[config.mk]
export PLATFORM = sky130hd
export DESIGN_NAME = packet_direction_lookup
export DESIGN_NICKNAME = d
export VERILOG_FILES = /design/src/logic/route_pkg.sv /design/src/logic/dir_select.sv /design/src/logic/packet_direction_lookup.sv
export SDC_FILE = /design/constraint.sdc
export NUM_CORES = 1
export LEC_CHECK = 0
export ABC_CLOCK_PERIOD_IN_PS = 6200
export BUFFER_PORTS_ARGS = -buffer_cell sky130_fd_sc_hd__clkbuf_2
export CORE_MARGIN = 2
export CORE_UTILIZATION = 30
export DETAILED_ROUTE_END_ITERATION = 7
export SYNTH_ARGS = -nofsm -noshare
export SYNTH_HDL_FRONTEND = slang
export SYNTH_SLANG_ARGS = --single-unit
[constraint.sdc]
create_clock -name clk -period 6.2 [get_ports clk]
set_input_delay 1.55 -clock clk [delete_from_list [all_inputs] [get_ports clk]]
set_output_delay 1.55 -clock clk [all_outputs]
set_load 0.02 [all_outputs]
[src/logic/route_pkg.sv]
package route_pkg;

  localparam int NODE_W = 16;
  localparam int DIR_W  = 4;
  localparam int DIM_W  = 4;

  // Control token values of the configuration message protocol.
  localparam logic [7:0] TOK_WRITE = 8'hc0;
  localparam logic [7:0] TOK_END   = 8'h01;
  localparam logic [7:0] TOK_ACK   = 8'h03;
  localparam logic [7:0] TOK_NACK  = 8'h04;

  // Register numbers carried in the 16-bit field of a write message.
  localparam logic [15:0] REG_DIR_LOW  = 16'h000c;
  localparam logic [15:0] REG_DIR_HIGH = 16'h000d;

  localparam logic [31:0] DIR_LOW_RST  = 32'h00000000;
  localparam logic [31:0] DIR_HIGH_RST = 32'h00000000;

  // Bytes between the opening and closing tokens: 3 endpoint, 2 register, 4 data.
  localparam logic [3:0] HDR_BYTES = 4'h9;
  localparam logic [3:0] CNT_ONE   = 4'h1;

  typedef struct packed {
    logic       ctrl;
    logic [7:0] data;
  } token_t;

  typedef struct packed {
    logic              valid;
    logic [NODE_W-1:0] dest;
  } route_req_t;

  typedef struct packed {
    logic             valid;
    logic             local_hit;
    logic [DIR_W-1:0] dir;
  } route_rsp_t;

  typedef struct packed {
    logic [23:0] endpoint;
    logic [15:0] regnum;
    logic [31:0] wdata;
  } cfg_msg_t;

  typedef enum logic [2:0] {
    CFG_IDLE,
    CFG_HDR,
    CFG_CLOSE,
    CFG_RSP1,
    CFG_RSP2
  } cfg_state_t;

endpackage

[src/logic/dir_select.sv]
`timescale 1ns/100ps
module dir_select
  import route_pkg::*;
(
  input  wire logic [NODE_W-1:0] mismatch, // Destination XOR local identifier.
  output logic      [DIM_W-1:0]  dim,      // Highest set bit position.
  output logic                   any       // Some bit differs.
);

  // Scan upward so the last hit, the most significant one, wins.
  always_comb
  begin
    dim = '0;
    any = 1'b0;
    for (int i = 0; i < NODE_W; i++)
    begin
      if (mismatch[i])
      begin
        dim = DIM_W'(i);
        any = 1'b1;
      end
    end
  end

endmodule

[src/logic/packet_direction_lookup.sv]
`timescale 1ns/100ps
// Function
// - Route by the highest bit where destination and local identifier differ.
// - Low direction register serves dimensions zero to seven.
// - High direction register serves dimensions eight to fifteen.
// - Dimension d uses the 4-bit field starting at bit four times d.
// - Low direction register resets to zero, so all start toward direction zero.
// - Write message is token 192, endpoint, register, data, end; reply 3/1 or 4/1.
module packet_direction_lookup
  import route_pkg::*;
(
  input  wire logic              clk,            // Switch clock, 20 MHz.
  input  wire logic              rst_n,          // Asynchronous reset, active low.
  input  wire logic [NODE_W-1:0] local_id,       // Identifier of this node.
  input  wire route_req_t        req,            // Packet header to route.
  output route_rsp_t             rsp,            // Chosen direction, one cycle later.
  input  wire logic              cfg_in_valid,   // Configuration token offered.
  input  wire token_t            cfg_in,         // Configuration token.
  output logic                   cfg_in_ready,   // Token accepted this cycle.
  output logic                   cfg_out_valid,  // Reply token offered.
  output token_t                 cfg_out,        // Reply token.
  input  wire logic              cfg_out_ready,  // Reply token taken.
  output logic      [23:0]       reply_dest,     // Endpoint to send the reply to.
  output logic      [31:0]       route_dir_low,  // Current low direction table.
  output logic      [31:0]       route_dir_high  // Current high direction table.
);

  // The configuration port takes write messages only. A read message opens with a
  // different control token, so the idle state drops it together with its bytes.
  // Register numbers are compared over all sixteen bits. Any other number is refused
  // and answered as a failure, so a mistyped address never lands in a table.
  // The endpoint seen on reply_dest is shifted in with the message bytes. It is only
  // meaningful once the reply has started, and it keeps the last message's value
  // after the reply has ended.

  typedef struct packed {
    cfg_state_t state;
    logic [3:0] cnt;
    cfg_msg_t   msg;
    logic [7:0] rsp_byte;
    logic [31:0] dir_low;
    logic [31:0] dir_high;
    route_rsp_t out;
  } state_t;

  state_t s;
  state_t next_s;

  logic [NODE_W-1:0] mismatch;
  logic [DIM_W-1:0]  dim;
  logic              any;
  logic [DIR_W-1:0]  dir_from_low;
  logic [DIR_W-1:0]  dir_from_high;
  logic [5:0]        field_lsb;
  logic [79:0]       shifted;
  logic              reg_hit;

  assign mismatch  = req.dest ^ local_id;
  assign field_lsb = {dim, 2'b00};

  // Both tables use the same field position within their own word, so the low five
  // bits of the field position pick the nibble and the top dimension bit picks the table.
  assign dir_from_low  = s.dir_low[field_lsb[4:0] +: DIR_W];
  assign dir_from_high = s.dir_high[field_lsb[4:0] +: DIR_W];

  dir_select u_dir_select
  (
    .mismatch (mismatch),
    .dim      (dim),
    .any      (any)
  );

  // The message bytes arrive most significant first and are shifted in whole,
  // so the endpoint, register number and data fall into place after nine bytes.
  assign shifted = {s.msg, cfg_in.data};
  assign reg_hit = (s.msg.regnum == REG_DIR_LOW)
                || (s.msg.regnum == REG_DIR_HIGH);

  always_comb
  begin
    next_s = s;

    // Lookup: one register stage, no back-pressure toward the source.
    next_s.out.valid     = req.valid;
    // The tables are read as they stand before the edge, so a write that lands on
    // the same edge as a lookup only affects the lookups that follow it.
    // Dimension zero to seven has the top bit of the dimension clear.
    next_s.out.local_hit = req.valid && !any;
    if (!any)
    begin
      next_s.out.dir = '0;
    end
    else if (!dim[DIM_W-1])
    begin
      next_s.out.dir = dir_from_low;
    end
    else
    begin
      next_s.out.dir = dir_from_high;
    end

    case (s.state)
      CFG_IDLE:
      begin
        // Stray data tokens and other control tokens are dropped here.
        if (cfg_in_valid && cfg_in.ctrl && (cfg_in.data == TOK_WRITE))
        begin
          next_s.state = CFG_HDR;
          next_s.cnt   = '0;
        end
      end
      CFG_HDR:
      begin
        if (cfg_in_valid)
        begin
          if (cfg_in.ctrl)
          begin
            // A message cut short is answered as a failure, nothing is written.
            next_s.rsp_byte = TOK_NACK;
            next_s.state    = CFG_RSP1;
          end
          else
          begin
            // The counter stops at the last header byte; the closing token is
            // judged in its own state, so a tenth data byte is refused there.
            next_s.msg = shifted[71:0];
            next_s.cnt = s.cnt + CNT_ONE;
            if (s.cnt == (HDR_BYTES - CNT_ONE))
            begin
              next_s.state = CFG_CLOSE;
            end
          end
        end
      end
      CFG_CLOSE:
      begin
        if (cfg_in_valid)
        begin
          next_s.state = CFG_RSP1;
          // The table is written on the same edge as the reply starts, so the
          // success token is never shown before the new value can be used.
          if (cfg_in.ctrl && (cfg_in.data == TOK_END) && reg_hit)
          begin
            next_s.rsp_byte = TOK_ACK;
            if (s.msg.regnum == REG_DIR_LOW)
            begin
              next_s.dir_low = s.msg.wdata;
            end
            else
            begin
              next_s.dir_high = s.msg.wdata;
            end
          end
          else
          begin
            next_s.rsp_byte = TOK_NACK;
          end
        end
      end
      CFG_RSP1:
      begin
        // Each reply token stands until the sink takes it; a slow sink only
        // delays the next message, since input tokens are held off meanwhile.
        if (cfg_out_ready)
        begin
          next_s.rsp_byte = TOK_END;
          next_s.state    = CFG_RSP2;
        end
      end
      CFG_RSP2:
      begin
        if (cfg_out_ready)
        begin
          next_s.state = CFG_IDLE;
        end
      end
      default:
      begin
        next_s.state = CFG_IDLE;
      end
    endcase
  end

  always_ff @(posedge clk or negedge rst_n)
  begin
    if (!rst_n)
    begin
      // The reply byte rests on the failure token so that an unexpected reply
      // can never look like a success. The high table has no documented reset
      // value and starts at zero like the low one.
      s          <= '0;
      s.state    <= CFG_IDLE;
      s.rsp_byte <= TOK_NACK;
      s.dir_low  <= DIR_LOW_RST;
      s.dir_high <= DIR_HIGH_RST;
    end
    else
    begin
      s <= next_s;
    end
  end

  // Tokens are held off while a reply is pending, so a new message waits.
  assign cfg_in_ready   = (s.state == CFG_IDLE)
                       || (s.state == CFG_HDR)
                       || (s.state == CFG_CLOSE);
  assign cfg_out_valid  = (s.state == CFG_RSP1)
                       || (s.state == CFG_RSP2);
  assign cfg_out.ctrl   = 1'b1;
  assign cfg_out.data   = s.rsp_byte;
  assign reply_dest     = s.msg.endpoint;
  assign rsp            = s.out;
  assign route_dir_low  = s.dir_low;
  assign route_dir_high = s.dir_high;

endmodule

* Word-level counts from Yosys, hierarchy flattened *
Cells that the tools add are included.

operators by class
  add/sub/neg operators = 1
  equality and inequality tests = 17
  shifts and indexed selects = 2
  muxes and demuxes = 51
  bitwise gates (word level) = 3
  reduce and logical (&&, ||, !) cells = 19

operator list
  operator                                         number
  two-way mux 87 bit                               1
  two-way mux 76 bit                               1
  two-way mux 72 bit                               1
  two-way mux 32 bit                               2
  two-way mux 64 bit                               1
  indexed part select 32 x 6 -> 4 bit              2
  two-way mux 4 bit                                10
  == test 16 x 4 -> 1 bit (second input constant)  2
  two-way mux 3 bit                                10
  case mux 8 bit (3 select lines)                  1
  two-way mux 1 bit                                17
  two-way mux 8 bit                                2
  bitwise XOR 16 bit                               1
  case mux 3 bit (5 select lines)                  1
  != test 2 bit (second input constant)            7
  AND reduction 4 bit                              3
  == test 8 x 1 -> 1 bit (second input constant)   1
  == test 8 bit (second input constant)            1
  case mux 4 bit (2 select lines)                  1
  two-way mux 7 bit                                1
  == test 3 x 2 -> 1 bit (second input constant)   2
  AND reduction 6 bit                              1
  logical AND 1 bit                                5
  AND reduction 5 bit                              1
  other kinds (13)                                 18

word-level totals
  register bits = 157
  bits of input ports = 46
  output and inout bits = 105
  word-level logic and storage cells = 104

* Longest topological paths before layout *
  depth after elaboration = 19
  depth in mapped cells = 8
  mapped depth without buffers = 7

* By module *
Synthesis repeated with hierarchy kept, for this count alone.

second synthesis, totals
  cells, all modules = 735
  area, all modules = 7578.5 um^2

by module, submodules not included
  module                   times used  cells an instance  area each (um^2)  seq. area each (um^2)
  packet_direction_lookup  1           706                7417.1            3804.9
  dir_select               1           29                 161.4             0.0

* Least setup slack after synthesis *
OpenSTA, ideal clock, no wires.

  kind = input-to-reg
  from = in local_id[2]
  to = reg s (netlist bit rsp[2])
  library setup time = 144 ps
  arrival = 3072 ps
  data required time = 6056 ps
  path slack = 2984 ps
  stages on the path = 7
  path buffers = 0
  path through = xor2_1 > o211ai_1 > a2111oi_2 > nor2_2 > mux4_1 > mux2i_1 > o22ai_1

RTL lines
  item                    line                            text
  start: declaration      packet_direction_lookup.sv:14   input wire logic [NODE_W-1:0] local_id,
  end signal: assignment  packet_direction_lookup.sv:199  s <= next_s;
  end: declaration        packet_direction_lookup.sv:46   state_t s;

==> flow_summary.toml <==
[clocking]
clk_pin_slew_ns = 0.06
cts_sinks = 152
clockBufferDepth = 2
postCtsHoldBufs = 0
htreeDepth = 4
root_buffer = "clkbuf_16"
cts_tree = "yes"
insertion_delay_ns = 0.42
cts_resized = 0
cts_setup_buffers = 0
cts-buffers-inserted = 17

[worst_setup_path]
crit_type = "input port to register"
reg2reg_depth = 7
r2r-start = "s[118]$_DFFE_PN0P_"
cp-start-kind = "input port"
r2r_slack_ns = 3.02
crit_start = "local_id[2]"
r2r-end = "route_dir_low[16]$_DFFE_PN0P_"
required_ns = 6.46
crit_fanout = 16
worstSetupEndpointType = "register"
cp_data_arrival_time_ns = 3.94

[power]
p_seq_share_pct = 47.4
ir_drop_mv = 0.173
p_switching_mw = 0.804
internal_power_mw = 2.00
p_clk_share_pct = 38.2
leakagePower_nw = 4.25
swShare_pct = 28.6
combinationalPowerShare_pct = 14.4
power_density_mw_per_mm2 = 336

[synth]
async_flop_share_pct = 100
ys_types = 45
syn_area_sq_mm = 0.00747
synth_cells = 564
synth_top_area_share_pct = 50.6
ys_warn_count = 0
ys_ff_latch = 152
yosysTopAreaCell = "dfrtp_1"
syn_avg_cell_area_sq_um = 13.2
synth-edff-count = 0
synthFlopType = "dfrtp_1"
synthTopCellsByArea = "dfrtp_1 (51%), mux2_2 (20%), buf_4 (11%)"
yosysSeqAreaShare_pct = 50.9

[global_routing]
grt_pass1_wl_mm = 26.2
overflow = 0
grt_pass1_vias = 4341
grt_max_degree = 78
antenna_found_initial = 0
grt.total_usage_pct = 13.0

[sta]
setup_violations = 0
layout_min_cycle_time_ns = 3.68
hold_ws_ns = 0.487
finalCritPeriodShare_pct = 59.4
hold_viol = 0
skew_ns = 0.00931
rsz0062_at_grt = "false"
fmax_mhz = 272
tightest_slew_ns = 1.05
final-max-slew-violation-count = 0
tns_ns = 0
relSlewSlack_pct = 29.8

[detailed_routing]
initialDrtViolationCount = 195
detail_route.first_pass.iterations = 4
num_vias = 4348
antenna_left = 0
viasPerCell = 4.59
wirelength_mm = 16.6
detail_route.drc_violations = 0
drt-wirelength-per-cell_microns = 17.5

[die]
row_count = 57
io_pins = 151
die_h_microns = 162
die_area_sq_mm = 0.0262
start_util_pct = 30.6
die_x_microns = 162
core-area_sq_mm = 0.0244

[run_status]
outcome = "finished clean"

[min_path]
min_path_type = "register to register"
hold_path_end = "cfg_out[2]$_DFFE_PN1P_"
hp-start = "cfg_out[2]$_DFFE_PN1P_"
hold_depth = 2

[place]
place.gp.congestion = 0.723
place_hpwl_mm = 11.8
port_buffers = 144

[layout]
fill_cells = 2448
nets = 659
drive_gt1_share_pct = 53.0
syn_to_final_growth_pct = 12.0
antenna_cells = 0

[flow_run]
maxCapViolations = 0
==> layout by cell type, fill, tap and decap left out, types with 3 or more instances in the layout <==
cell type / count
clkinvlp_4: 3
o21ai_0: 14
mux2i_1: 8
clkbuf_2: 143
xor2_1: 11
dfrtp_1: 151
mux4_2: 12
mux2_1: 4
nor3_1: 5
nor2_1: 11
nand3_1: 6
mux2_2: 132
nand2b_1: 4
clkinv_4: 3
mux4_1: 4
buf_4: 3
inv_1: 8
conb_1: 6
inv_6: 3
a21oi_1: 5
o22ai_1: 4
clkbuf_16: 17
bufinv_16: 3
nor4_1: 3
nand2_1: 18
nor2b_1: 3
xnor2_1: 8
==> cell type report <==
cell class                 instances  area (sq um)  share of cell area [%]
tap                              324           405                    4.84
clock inverter                    13           170                    2.03
multi-input combinational        285          2770                    33.0
clock buffer                      19           443                    5.29
inverter                           8          30.0                   0.359
sequential                       152          3800                    45.5
timing repair buffer             147           749                    8.96
==> worst max-delay path by stage <==
| stage | endpoint | depth (start not counted) |
|---|---|---|
| 3_5_place_dp | rsp[2]$_DFF_PN0_ | 8 |
| 2_1_floorplan | rsp[2]$_DFF_PN0_ | 7 |
| 5_1_grt | rsp[2]$_DFF_PN0_ | 8 |
| 3_3_place_gp | rsp[2]$_DFF_PN0_ | 8 |
| 4_1_cts | rsp[2]$_DFF_PN0_ | 8 |
| 6_report | rsp[2]$_DFF_PN0_ | 8 |
==> Yosys cell counts (all sizes together) (2+ instances only) <==
| library cell | number |
|---|---|
| dfrtp | 151 |
| mux2 | 136 |
| inv | 8 |
| nor2 | 14 |
| buf | 119 |
| a21oi | 5 |
| xor2 | 11 |
| nand4 | 2 |
| nand2 | 19 |
| conb | 2 |
| nor4 | 3 |
| o22ai | 4 |
| clkbuf | 4 |
| ha | 2 |
| mux4 | 16 |
| a211oi | 2 |
| o21ai | 14 |
| a311oi | 2 |
| nor3 | 6 |
| nand3 | 6 |
| mux2i | 8 |
| xnor2 | 9 |
| nand2b | 4 |
| nand3b | 2 |
| o211ai | 2 |
| nor2b | 3 |
==> power groups by stage <==
stage                     sequential (mW)  clock, mW  combinational [mW]
after global placement               1.35          0               0.402
after CTS                            1.33       1.11               0.413
after global routing                 1.36       1.16               0.452
after detailed placement             1.35          0               0.412
after floorplan                      1.25          0               0.350
final                                1.33       1.07               0.403
==> logic make-up after synthesis <==
logic type,share of synthesized area [%]
adders and majority gates,0.335
and+or+nand+nor,4.29
DFF,50.9
xor gates and xnor gates,2.45
buffers and inverters,12.4
muxes,26.6
AOI/OAI and AO/OA,2.93
other,0.101
==> through the flow <==
stage	util (%)	cell area [sq um]	total power [mW]	cells	setup slack (ns)
finish	34.3	8370	2.81	948	2.52
global route	34.3	8370	2.98	948	2.36
CTS	34.3	8370	2.86	948	2.47
detailed placement	31.8	7750	1.76	916	2.03
global placement	31.8	7750	1.75	916	2.05
floorplan	-	7490	1.60	568	2.98
==> routing by layer <==
metal | track usage [%] | vias to the layer above | share of wire, %
met1 | 17.9 | 2241 | 48
met5 | 0 | - | 0
li1 | - | 1979 | -
met3 | 4.52 | 14 | 6.4
met4 | 3.50 | 0 | 1.0
met2 | 19.6 | 114 | 45
==> registers in the layout, indices dropped and copies added, names as in the netlist <==
register,cells
reply_dest,24
cfg_out,3
s,55
route_dir_high,32
route_dir_low,32
rsp,6
==> worst max-delay path, stage by stage <==
cell and delay, ns:
clkbuf_2 0.09, xor2_1 0.18, o211ai_1 0.25, a2111oi_2 0.11, nor2_2 0.81, mux4_1 0.67
mux2i_1 0.19, o22ai_1 0.09
Note: power is estimated with default switching activity, not from simulation.
